--- config.mk ---
export PLATFORM = sky130hd
export DESIGN_NAME = frx_regs
export DESIGN_NICKNAME = d
export VERILOG_FILES = /design/src/common/frx_pkg.sv /design/src/frx_regs.sv /design/src/frx_refresh_timer.sv
export SDC_FILE = /design/constraint.sdc
export NUM_CORES = 1
export LEC_CHECK = 0
export ABC_CLOCK_PERIOD_IN_PS = 8400
export BUFFER_PORTS_ARGS = -buffer_cell sky130_fd_sc_hd__buf_2
export CORE_AREA = 3 3 118 205
export DETAILED_ROUTE_END_ITERATION = 8
export DIE_AREA = 0 0 121 208
export GPL_TIMING_DRIVEN = 0
export PLACE_DENSITY = 0.5
export RECOVER_POWER = 50
export SYNTH_ARGS = -nofsm -noshare
export SYNTH_HDL_FRONTEND = slang
export SYNTH_HIERARCHICAL = 1
export SYNTH_SLANG_ARGS = --single-unit
--- constraint.sdc ---
create_clock -name clk_sys -period 8.4 [get_ports clk_sys]
set_clock_uncertainty 0.1 [all_clocks]
set_input_delay 1.68 -clock clk_sys [delete_from_list [all_inputs] [get_ports clk_sys]]
set_output_delay 1.68 -clock clk_sys [all_outputs]
set_load 0.02 [all_outputs]
--- src/common/frx_pkg.sv ---
// Package of register map, field layout and timing constants for the flow/extended config bank
//
// Overview of operation
// - Send another pause frame when shadow counter hits threshold and pressure persists.
// - Refresh counter advances once per slot time of 64 byte times.
// - Zero threshold disables refresh pause frames entirely.
// - Extended configuration area is used only while its write-enable bit 0 is set.
// - Vendor-bits write-enable bit 3 (default 1) triggers automatic vendor bit load.
// - Driver semaphore bit 5 is set by driver, cleared by every reset.
// - Read-only bit 6 reports hardware management bus request; writes ignored.
// - Bit 7 holds off power-up sequence, variant-code read and vendor load.
// - Pointer bits 27:16 give extended area base in words, reset 0x001.
// - Size register bits 23:16 hold extended area length, loaded from area word 2.
// - Physical-layer control register returns to defaults on LAN power-good reset.
package frx_pkg;

	// ***************************************************************
	// Register offsets (byte addresses)
	// ***************************************************************
	localparam logic [19:0] FRX_OFS_EXT_CTRL = 20'h00f00;
	localparam logic [19:0] FRX_OFS_EXT_SIZE = 20'h00f08;
	localparam logic [19:0] FRX_OFS_PHY_CTRL = 20'h00f10;
	localparam logic [19:0] FRX_OFS_REFRESH  = 20'h05f40;

	// ***************************************************************
	// Field positions and reset values
	// ***************************************************************
	localparam int FRX_BIT_AREA_WE   = 0;
	localparam int FRX_BIT_VENDOR_WE = 3;
	localparam int FRX_BIT_SEMA      = 5;
	localparam int FRX_BIT_HW_REQ    = 6;
	localparam int FRX_BIT_GATE      = 7;
	localparam int FRX_PTR_LSB       = 16;
	localparam int FRX_LEN_LSB       = 16;
	// Bits 31:28, 7, 3 and 2:0 are plain read/write; bit 5 has its own path
	localparam logic [31:0] FRX_CTRL_RW_MASK = 32'hf000_008f;
	localparam logic [31:0] FRX_CTRL_RESET   = 32'h0001_0008;
	localparam logic [11:0] FRX_PTR_RESET    = 12'h001;
	localparam logic [31:0] FRX_SIZE_RW_MASK = 32'h00ff_ffff;
	localparam logic [31:0] FRX_SIZE_RESET   = 32'h0000_0000;
	localparam logic [31:0] FRX_PHY_RESET    = 32'h0006_000c;
	localparam logic [15:0] FRX_THRESH_RESET = 16'h0000;

	// ***************************************************************
	// Timing: slot time counted in byte times
	// ***************************************************************
	localparam int FRX_SLOT_BYTES = 64;
	localparam logic [6:0] FRX_SLOT_LAST = 7'(FRX_SLOT_BYTES - 1);

endpackage

--- src/frx_regs.sv ---
// APB register bank for flow refresh and extended configuration control
//
// The APB interface to the registers is this design's own decision.
`timescale 1ns/1ns
module frx_regs
	import frx_pkg::*;
(
	// Clock and resets
	input  wire logic        clk_sys,
	input  wire logic        rst,
	input  wire logic        pci_reset,
	input  wire logic        sw_reset,
	// APB slave
	input  wire logic        psel,
	input  wire logic        penable,
	input  wire logic        pwrite,
	input  wire logic [19:0] paddr,
	input  wire logic [31:0] pwdata,
	output logic             pready,
	output logic [31:0]      prdata,
	output logic             pslverr,
	// Flow-control side
	input  wire logic        byte_tick,
	input  wire logic        pause_active,
	input  wire logic        pause_sent,
	output logic             refresh_req,
	// Nonvolatile load path
	input  wire logic        nvm_ctrl_load,
	input  wire logic        nvm_area_we,
	input  wire logic        nvm_vendor_we,
	input  wire logic        nvm_len_load,
	input  wire logic [7:0]  nvm_len,
	// Hardware bus request and physical-layer configuration
	input  wire logic        hw_bus_req,
	input  wire logic        phy_cfg_pending,
	output logic             ext_area_enable,
	output logic [11:0]      ext_area_ptr,
	output logic [7:0]       ext_area_len,
	output logic             vendor_load_go,
	output logic             phy_cfg_go,
	output logic [31:0]      phy_ctrl_bits
);

	// ***************************************************************
	// Storage
	// ***************************************************************
	logic [31:0] ctrl_reg;
	logic [31:0] size_reg;
	logic [31:0] phy_reg;
	logic [15:0] thresh_reg;
	logic        hw_req_s1_reg;
	logic        hw_req_reg;
	logic        vendor_go_reg;
	logic        cfg_go_reg;
	logic        wr_en;
	logic        rd_hit;
	logic        sema_clr;
	logic [15:0] shadow_count;

	// Mask-merge of a bus word into the writable bits of a register
	function automatic logic [31:0] merge(input logic [31:0] old_v,
		input logic [31:0] new_v, input logic [31:0] mask);
		merge = (old_v & ~mask) | (new_v & mask);
	endfunction

	// Address hit check shared by write and read paths
	function automatic logic hit(input logic [19:0] a);
		hit = (a == FRX_OFS_EXT_CTRL) || (a == FRX_OFS_EXT_SIZE) ||
			(a == FRX_OFS_PHY_CTRL) || (a == FRX_OFS_REFRESH);
	endfunction

	// ***************************************************************
	// Bus handshake
	// ***************************************************************
	// Zero-wait slave: every access completes in its first access cycle
	assign pready   = 1'b1;
	assign wr_en    = psel && penable && pwrite;
	assign rd_hit   = hit(paddr);
	assign pslverr  = psel && penable && !rd_hit;
	assign sema_clr = pci_reset || sw_reset;

	// Hardware request arrives from another domain: two-stage synchroniser
	always_ff @(posedge clk_sys or posedge rst) begin
		if (rst) begin
			hw_req_s1_reg <= 1'b0;
			hw_req_reg    <= 1'b0;
		end else begin
			hw_req_s1_reg <= hw_bus_req;
			hw_req_reg    <= hw_req_s1_reg;
		end
	end

	// ***************************************************************
	// Extended configuration control
	// ***************************************************************
	// Software writes win over a simultaneous load only for non-loaded bits
	always_ff @(posedge clk_sys or posedge rst) begin
		if (rst) begin
			ctrl_reg <= FRX_CTRL_RESET;
		end else begin
			if (wr_en && paddr == FRX_OFS_EXT_CTRL) begin
				ctrl_reg <= merge(ctrl_reg, pwdata, FRX_CTRL_RW_MASK);
				ctrl_reg[27:FRX_PTR_LSB] <= pwdata[27:FRX_PTR_LSB];
			end
			if (nvm_ctrl_load) begin
				ctrl_reg[FRX_BIT_AREA_WE]   <= nvm_area_we;
				ctrl_reg[FRX_BIT_VENDOR_WE] <= nvm_vendor_we;
			end
			// Semaphore drops on every reset source, bus write notwithstanding
			if (sema_clr) begin
				ctrl_reg[FRX_BIT_SEMA] <= 1'b0;
			end else if (wr_en && paddr == FRX_OFS_EXT_CTRL) begin
				ctrl_reg[FRX_BIT_SEMA] <= pwdata[FRX_BIT_SEMA];
			end
		end
	end

	// ***************************************************************
	// Extended configuration size
	// ***************************************************************
	always_ff @(posedge clk_sys or posedge rst) begin
		if (rst) begin
			size_reg <= FRX_SIZE_RESET;
		end else if (nvm_len_load) begin
			size_reg[23:FRX_LEN_LSB] <= nvm_len;
		end else if (wr_en && paddr == FRX_OFS_EXT_SIZE) begin
			size_reg <= merge(size_reg, pwdata, FRX_SIZE_RW_MASK);
		end
	end

	// ***************************************************************
	// Physical-layer control and refresh threshold
	// ***************************************************************
	// Only the power-good reset restores these; other resets leave them alone
	always_ff @(posedge clk_sys or posedge rst) begin
		if (rst) begin
			phy_reg <= FRX_PHY_RESET;
		end else if (wr_en && paddr == FRX_OFS_PHY_CTRL) begin
			phy_reg <= pwdata;
		end
	end

	always_ff @(posedge clk_sys or posedge rst) begin
		if (rst) begin
			thresh_reg <= FRX_THRESH_RESET;
		end else if (wr_en && paddr == FRX_OFS_REFRESH) begin
			thresh_reg <= pwdata[15:0];
		end
	end

	// ***************************************************************
	// Physical-layer configuration actions
	// ***************************************************************
	// One-cycle pulses; held off while the gate bit is set
	always_ff @(posedge clk_sys or posedge rst) begin
		if (rst) begin
			cfg_go_reg    <= 1'b0;
			vendor_go_reg <= 1'b0;
		end else begin
			cfg_go_reg    <= phy_cfg_pending && !ctrl_reg[FRX_BIT_GATE] && !cfg_go_reg;
			vendor_go_reg <= phy_cfg_pending && !ctrl_reg[FRX_BIT_GATE] && !vendor_go_reg
				&& ctrl_reg[FRX_BIT_VENDOR_WE];
		end
	end

	assign phy_cfg_go      = cfg_go_reg;
	assign vendor_load_go  = vendor_go_reg;
	assign phy_ctrl_bits   = phy_reg;
	assign ext_area_enable = ctrl_reg[FRX_BIT_AREA_WE];
	assign ext_area_ptr    = ctrl_reg[27:FRX_PTR_LSB];
	assign ext_area_len    = ctrl_reg[FRX_BIT_AREA_WE] ? size_reg[23:FRX_LEN_LSB] : 8'h00;

	// ***************************************************************
	// Read mux
	// ***************************************************************
	// Combinational read; status bit 6 is live hardware state, never stored
	always_comb begin
		prdata = 32'h0000_0000;
		if (psel && !pwrite) begin
			unique case (paddr)
				FRX_OFS_EXT_CTRL: begin
					prdata = ctrl_reg;
					prdata[FRX_BIT_HW_REQ] = hw_req_reg;
				end
				FRX_OFS_EXT_SIZE: prdata = size_reg & FRX_SIZE_RW_MASK;
				FRX_OFS_PHY_CTRL: prdata = phy_reg;
				FRX_OFS_REFRESH:  prdata = {16'h0000, thresh_reg};
				default:          prdata = 32'h0000_0000;
			endcase
		end
	end

	// ***************************************************************
	// Refresh timer
	// ***************************************************************
	frx_refresh_timer u_timer (
		.clk_sys      (clk_sys),
		.rst          (rst),
		.byte_tick    (byte_tick),
		.pause_active (pause_active),
		.pause_sent   (pause_sent),
		.threshold    (thresh_reg),
		.refresh_req  (refresh_req),
		.shadow_count (shadow_count)
	);

endmodule

--- src/frx_refresh_timer.sv ---
// Flow-control refresh timer: repeats pause frames while buffer pressure persists
`timescale 1ns/1ns
module frx_refresh_timer
	import frx_pkg::*;
(
	// Clock and reset
	input  wire logic        clk_sys,
	input  wire logic        rst,
	// Link timing and flow-control state
	input  wire logic        byte_tick,
	input  wire logic        pause_active,
	input  wire logic        pause_sent,
	input  wire logic [15:0] threshold,
	// Request and status
	output logic             refresh_req,
	output logic [15:0]      shadow_count
);

	logic [6:0]  byte_cnt_reg;
	logic [15:0] shadow_reg;
	logic        req_reg;
	logic        slot_tick;

	// One slot time every 64 byte times
	assign slot_tick = byte_tick && (byte_cnt_reg == FRX_SLOT_LAST);

	// Byte counter restarts with the frame so every interval is a full slot
	always_ff @(posedge clk_sys or posedge rst) begin
		if (rst) begin
			byte_cnt_reg <= 7'h00;
		end else if (!pause_active || pause_sent) begin
			byte_cnt_reg <= 7'h00;
		end else if (byte_tick) begin
			byte_cnt_reg <= slot_tick ? 7'h00 : byte_cnt_reg + 7'h01;
		end
	end

	// Shadow counter: restart on each pause frame, idle when pressure ends
	always_ff @(posedge clk_sys or posedge rst) begin
		if (rst) begin
			shadow_reg <= 16'h0000;
		end else if (!pause_active || pause_sent) begin
			shadow_reg <= 16'h0000;
		end else if (slot_tick && shadow_reg != threshold) begin
			shadow_reg <= shadow_reg + 16'h0001;
		end
	end

	// Request stays up until the transmitter reports the frame out, pressure ends or the threshold is zero
	always_ff @(posedge clk_sys or posedge rst) begin
		if (rst) begin
			req_reg <= 1'b0;
		end else if (!pause_active || pause_sent || threshold == 16'h0000) begin
			req_reg <= 1'b0;
		end else if (shadow_reg == threshold) begin
			req_reg <= 1'b1;
		end
	end

	assign refresh_req  = req_reg;
	assign shadow_count = shadow_reg;

endmodule

* Word-level counts from Yosys, hierarchy flattened
Cells that the tools add are included.
** Word-level totals
- Bits of input ports :: 76
- Register bits after elaboration :: 140
- Output and inout bits :: 90
** Cells by class
- Bitwise operators :: 3
- Add/subtract/negate cells :: 2
- Reductions and logical operators :: 34
- Eq/ne operators :: 7
- Multiplexer cells :: 17
** Operator list (count)
- $pmux 32 s4 :: 1
- $eq 20x12->1 const B :: 3
- $mux 16 :: 2
- $mux 32 :: 1
- $or 28x32->32 :: 1
- $or 32x24->32 :: 1
- $mux 24 :: 1
- $mux 7 :: 3
- $eq 20x15->1 const B :: 1
- $add 16x1->16 const B :: 1
- $eq 16x16->1 :: 1
- $logic_not 16->1 :: 1
- $mux 8 :: 2
- $ne 16x16->1 :: 1
- $logic_and 1x1->1 :: 14
- $reduce_bool 2->1 :: 6
- $add 7x1->7 const B :: 1
- $eq 7x6->1 const B :: 1
- $logic_not 1->1 :: 6
- $logic_or 1x1->1 :: 6
- $mux 1 :: 6
- $mux 6 :: 1
- $reduce_and 2->1 :: 1
- $not 1->1 :: 1

* Logic depth before layout (Yosys ltp)
Gate-level depths: netlist of run 1.
- Depth after elaboration :: 6
- Gate-level depth with buffers :: 7

* By module
The synthesis of run 1 kept the hierarchy.
** Modules (own cells, without submodules)
- frx_regs :: instances 1, cells an instance 437, area an instance 5328.9 um2
- frx_refresh_timer :: instances 1, cells an instance 156, area an instance 1455.1 um2

* Worst setup path after synthesis of run 1
Ideal clock, no wire load.
- Path kind :: input port to output port
- Start :: in paddr[19]
- End :: out prdata[0]
- Stages on the path :: 5
- Arrival time :: 3244 ps
- Buffers on the path :: 1
- Path slack :: 3376 ps
- Path through :: nor4_2 > nand4_1 > clkbuf_1 > or3_1 > a211oi_1
** Between the ends
- Longest elaborated chain between the ends :: 3
** RTL lines
- start, declared :: line frx_regs.sv:17 : input wire logic [19:0] paddr,
- $eq 20x15->1 or $eq 20x12->1 (tied branches) :: line frx_regs.sv:180 : unique case (paddr)
- $pmux 32 s4 (*) :: line frx_regs.sv:180
- $mux 32 (*) :: line frx_regs.sv:179 : if (psel && !pwrite) begin
- end, declared :: line frx_regs.sv:20 : output logic [31:0] prdata,
Mark *: on every way between the ends. The rest lies on a longest branch, timed or not.

==> results.sh, run 1 <==
export IMPL_grt_pass1_vias=5559
export IMPL_drt_iter0_markers=267
export IMPL_cts_setup_buffers=0
export IMPL_cp_end_kind="asynchronous set/reset pin"
export IMPL_antenna_cells=0
export IMPL_violations="max-capacitance violations, max-slew violations"
export IMPL_grt_max_degree=68
export IMPL_post_cts_resized=0
export IMPL_fin_area_sq_um=8580
export IMPL_finalMaxSlewViolations=68
export IMPL_maxCapViolations=1
export IMPL_core_area_sq_um=22700
export IMPL_nets=854
export IMPL_synth_distinct_cells=54
export IMPL_h_tree_depth=4
export IMPL_synth_nets=671
export IMPL_synth_seq_cells=122
export IMPL_die_x_um=121
export IMPL_ir_drop_mv=0.116
export IMPL_reg2reg_depth=7
export IMPL_crit_fanout=67
export IMPL_synth_seq_area_share=0.451
export IMPL_cts_buffer_depth=2
export IMPL_antenna_found_initial=1
export IMPL_post_synth_instance_area_sq_um=6780
export IMPL_drt_wirelength_per_cell_um=19.9
export IMPL_endpoint="size_reg[23]"
export IMPL_p_leak_uw=0.00388
export IMPL_cts_hold_buf=0
export IMPL_die_h_um=208
export IMPL_cts_num_sinks=122
export IMPL_hold_viol_final=0
export IMPL_gp_congestion=0.782
export IMPL_first_pass_iters=4
export IMPL_layout_drive_gt1_share=0.378
export IMPL_drt_wl_total_um=21700
export IMPL_vias=5412
export IMPL_cts_clk_slew_worst_paths_ns=0.06
export IMPL_fmax_mhz=172
export IMPL_start_kind="input pin"
export IMPL_grt_pass1_wl_um=33100
export IMPL_yosysTopAreaCellShare=0.428
export IMPL_largest_reg_flops=32
export IMPL_worstPathRequired_ns=7.96
export IMPL_async_reset_ff_frac=1.00
export IMPL_synth_edf_count=0
export IMPL_critPathArrivalTime_ns=5.38
export IMPL_ys_flop_type="dfrtp_1"
export IMPL_synthCells=593
export IMPL_setup_viol=0
export IMPL_min_path_type="register to register"
export IMPL_powerDensity_nw_per_um2=176
export IMPL_ant_nets=0
export IMPL_synthTopCellsByCount="dfrtp_1, mux2_4, a21oi_1"
export IMPL_port_buffers=163
export IMPL_syn_to_final_growth_pct=26.5
export IMPL_maxSlewHeadroom=-1.50
export IMPL_syn_area_per_cell_sq_um=11.4
export IMPL_r2r_start="u_timer/shadow_count[1]"
export IMPL_drc=0
export IMPL_tightest_slew_ns=3.75
export IMPL_cts_root_buf="clkbuf_16"
export IMPL_hpwlAfterDp_um=16600
export IMPL_r2r_end="u_timer/shadow_count[6]"
export IMPL_tns_ns=0
export IMPL_die_area_sq_um=25200
export IMPL_r2r_slack_ns=5.73
export IMPL_placed_cell_area_sq_um=8010
export IMPL_synth_top_cell_by_area="dfrtp_1"
export IMPL_rsz0062_at_grt="false"
export IMPL_std_cell_rows=73
export IMPL_synth_area_leaders="dfrtp_1, mux2_4, mux2_2, a21oi_1, mux2i_1"
export IMPL_synth_most_common_cell="dfrtp_1"
export IMPL_ys_warn_count=6
export IMPL_initial_utilization=0.298
export IMPL_grt_total_usage=0.173
export IMPL_gr_total_overflow=0
export IMPL_fin_crit_ns=5.82
export IMPL_status="complete, but fails checks"
export IMPL_cts_tree="yes"
export IMPL_startpoint="rst"
export IMPL_io_pins=166
export IMPL_utilization=0.377
export IMPL_critPathKind="input pin to asynchronous set/reset pin"
export IMPL_cts_buffers_inserted=17
export IMPL_vias_per_cell=4.97
export IMPL_fin_crit_sh=0.693
export IMPL_min_from="hw_req_s1_reg"
export IMPL_clock_latency_ns=0.42
[placed cells by master (no fill, tap or decap), types with 11 or more instances in the layout]
master and instances:
or3_1 15, nor2b_1 14, dfrtp_1 116, a21oi_1 44, a41oi_1 11, buf_4 15, or4_1 12, clkbuf_16 17
nor2_1 31, xnor2_1 17, clkbuf_1 58, mux2i_1 19, nand2_1 11, nand3_1 20, mux2_4 50, buf_2 139
nand4_1 25, mux2_2 40, o21ai_0 17
[worst max-delay path, cell delays in order]
cell        delay (ns)
clkbuf_1          0.10
clkinvlp_2        0.83
clkbuf_1          2.69
[stage by stage]
step	worst slack, ns	power [uW]	cells	hold slack, ns
finish	2.58	1510	1089	0.257
global route	1.56	1570	1089	0.264
CTS	2.98	1540	1089	0.260
detailed placement	2.99	710	1057	0.246
global placement	2.59	708	1056	0.256
floorplan	3.38	658	593	0.231
[area by class of cell]
class,count,area (sq um)
timing repair buffer,164,776
inverter,3,12.5
buffer,57,388
clock inverter,12,195
tap,300,375
fill,2291,14200
clock buffer,20,457
sequential,122,3060
multi-input combinational,411,3320
[kinds of logic (layout without fill, tap and decap cells)]
family | count (synthesis) | in the layout | synth area share
adder cells (fa/ha/maj) | 2 | 2 | 0.00369
AND/OR/NAND/NOR | 167 | 167 | 0.148
AO/OA/AOI/OAI | 112 | 112 | 0.107
other | 1 | 1 | 0.000553
XOR/XNOR | 20 | 20 | 0.0258
multiplexers | 109 | 109 | 0.205
flip-flops | 122 | 122 | 0.451
buffers and inverters | 60 | 256 | 0.0588
[worst min-delay path by stage]
stage | endpoint | slack (ns) | cells past startpoint
finish | hw_req_reg | 0.26 | 0
CTS | hw_req_reg | 0.26 | 0
detailed placement | hw_req_reg | 0.25 | 0
floorplan | hw_req_reg | 0.23 | 0
global placement | hw_req_reg | 0.26 | 0
global route | hw_req_reg | 0.26 | 0
[metal layers]
metal / track usage / share of wire / vias up
met4: 0.0583 / 0.018 / 2
met1: 0.175 / 0.36 / 2660
met5: 0 / 0.00042 / -
met3: 0.0386 / 0.050 / 27
li1: - / - / 2573
met2: 0.336 / 0.57 / 150
[where the power goes]
group | internal [uW] | switching [uW]
logic | 32.8 | 62.2
registers | 594 | 5.72
clock network | 541 | 278
total | 1170 | 345
No activity file was read; power rests on OpenSTA's default activity.
==> run 2, diff against run 1 <==
--- a/config.mk
+++ b/config.mk
@@ -5,7 +5,7 @@
 export SDC_FILE = /design/constraint.sdc
 export NUM_CORES = 1
 export LEC_CHECK = 0
-export ABC_CLOCK_PERIOD_IN_PS = 8400
+export ABC_CLOCK_PERIOD_IN_PS = 6000
 export BUFFER_PORTS_ARGS = -buffer_cell sky130_fd_sc_hd__buf_2
 export CORE_AREA = 3 3 118 205
 export DETAILED_ROUTE_END_ITERATION = 8
==> constraint.sdc (replaced) <==
create_clock -name clk_sys -period 6 [get_ports clk_sys]
set_clock_uncertainty 0.1 [all_clocks]
set_input_delay 1.2 -clock clk_sys [delete_from_list [all_inputs] [get_ports clk_sys]]
set_output_delay 1.2 -clock clk_sys [all_outputs]
set_load 0.02 [all_outputs]
==> run 2 against run 1 <==
The run still ends with max-capacitance violations, max-slew violations left. Combinational power rose by 42%. Die area unchanged. Wire length barely moved. Critical path type is now input pin to output port. Sequential share of layout area shrank 0.093 points. Largest cell class unchanged. Count of clock-buffer cells in the layout is the same. Critical path depth up 4. Global-route usage unchanged. Sequential power is 40% higher.
==> results.sh, run 2 (synthesis gave the netlist of run 1 again) <==
export IMPL_grt_total_usage=0.173
export IMPL_tightest_slew_ns=1.53
export IMPL_p_leak_uw=0.00389
export IMPL_first_pass_iters=4
export IMPL_r2r_end="u_timer/shadow_count[6]"
export IMPL_maxSlewHeadroom=-0.0266
export IMPL_cts_buffer_depth=2
export IMPL_final_common_cell="buf_2"
export IMPL_power_uw=2120
export IMPL_antenna_found_initial=1
export IMPL_cts_num_sinks=122
export IMPL_hold_viol_final=0
export IMPL_crit_fanout=10
export IMPL_vias=5421
export IMPL_core_area_sq_um=22700
export IMPL_antenna_cells=0
export IMPL_startpoint="paddr[19]"
export IMPL_ant_nets=0
export IMPL_cts_clk_slew_worst_paths_ns=0.06
export IMPL_setup_viol=0
export IMPL_drt_wirelength_per_cell_um=19.9
export IMPL_grt_pass1_vias=5559
export IMPL_multi_input_area_sq_um=3320
export IMPL_layout_common_cells="buf_2, dfrtp_1, clkbuf_1, mux2_4, a21oi_1"
export IMPL_clock_latency_ns=0.42
export IMPL_gr_total_overflow=0
export IMPL_tns_ns=0
export IMPL_syn_to_final_growth_pct=26.8
export IMPL_endpoint="prdata[2]"
export IMPL_r2r_slack_ns=3.34
export IMPL_fin_crit_ns=4.45
export IMPL_grt_pass1_wl_um=33100
export IMPL_worstPathRequired_ns=4.70
export IMPL_gp_congestion=0.782
export IMPL_cts_buffers_inserted=17
export IMPL_min_from="hw_req_s1_reg"
export IMPL_std_cell_rows=73
export IMPL_reg2reg_depth=7
export IMPL_regArea_sq_um=3060
export IMPL_critPathArrivalTime_ns=3.15
export IMPL_r2r_start="u_timer/shadow_count[1]"
export IMPL_die_h_um=208
export IMPL_powerDensity_nw_per_um2=247
export IMPL_die_x_um=121
export IMPL_ir_drop_mv=0.162
export IMPL_n_fill_cell=2291
export IMPL_status="complete, but fails checks"
export IMPL_min_path_type="register to register"
export IMPL_initial_utilization=0.298
export IMPL_critPathKind="input pin to output port"
export IMPL_rsz0062_at_grt="false"
export IMPL_largest_reg_flops=32
export IMPL_layout_drive_gt1_share=0.378
export IMPL_start_kind="input pin"
export IMPL_nets=854
export IMPL_cts_setup_buffers=0
export IMPL_drc=0
export IMPL_port_buffers=163
export IMPL_grt_max_degree=68
export IMPL_cp_end_kind="output port"
export IMPL_maxCapViolations=1
export IMPL_violations="max-capacitance violations, max-slew violations"
export IMPL_fmax_mhz=225
export IMPL_finalMaxSlewViolations=32
export IMPL_drt_wl_total_um=21700
export IMPL_cts_root_buf="clkbuf_16"
export IMPL_drt_iter0_markers=271
export IMPL_fin_crit_sh=0.741
export IMPL_io_pins=166
export IMPL_die_area_sq_um=25200
export IMPL_cts_hold_buf=0
export IMPL_h_tree_depth=4
export IMPL_vias_per_cell=4.98
export IMPL_post_cts_resized=0
export IMPL_hpwlAfterDp_um=16600
export IMPL_cts_tree="yes"
## run 2: changes by cell type in the layout (fill, tap and decap cells not counted)
cell	delta
buf_16	+1
buf_2	-1
## run 2: per-stage QoR
stage                     cell area [sq um]  hold WS [ns]  setup slack, ns  utilization  cells
after global routing                   8600         0.264             1.46        0.378   1089
after floorplan                        6780         0.231             1.94            -    593
after detailed placement               8010         0.246             1.55        0.352   1057
after CTS                              8660         0.260             1.54        0.381   1089
after global placement                 7980         0.256            0.674        0.351   1056
final                                  8600         0.257             1.55        0.378   1089
## run 2: final cells by class
class / instances / area share
inverter: 3 / 0.00145
multi-input combinational: 411 / 0.386
clock inverter: 12 / 0.0227
buffer: 57 / 0.0451
timing repair buffer: 164 / 0.0928
clock buffer: 20 / 0.0531
tap: 300 / 0.0436
sequential: 122 / 0.356
## run 2: per-layer routing
| metal | up-vias | track usage | wire, um |
|---|---|---|---|
| met5 | - | 0 | 9 |
| met4 | 2 | 0.0583 | 399 |
| met3 | 27 | 0.0386 | 1060 |
| met2 | 144 | 0.336 | 12300 |
| met1 | 2675 | 0.175 | 7890 |
| li1 | 2573 | - | - |
## run 2: worst min-delay path by stage
stage,slack (ns),end,cells after the start
detailed placement,0.25,hw_req_reg,0
global route,0.26,hw_req_reg,0
CTS,0.26,hw_req_reg,0
global placement,0.26,hw_req_reg,0
finish,0.26,hw_req_reg,0
floorplan,0.23,hw_req_reg,0
## run 2: critical path, stage by stage
cell      delay (ns)
buf_2           0.10
nor4_2          0.29
nand4_1         0.28
clkbuf_1        0.30
or3_1           0.40
a211oi_1        0.34
buf_2           0.24
## run 2: report_power, final
| part | switching, uW | internal, uW | total, uW |
|---|---|---|---|
| registers | 8.02 | 832 | 840 |
| clock network | 389 | 757 | 1150 |
| logic | 87.5 | 47.8 | 135 |
| total | 485 | 1640 | 2120 |
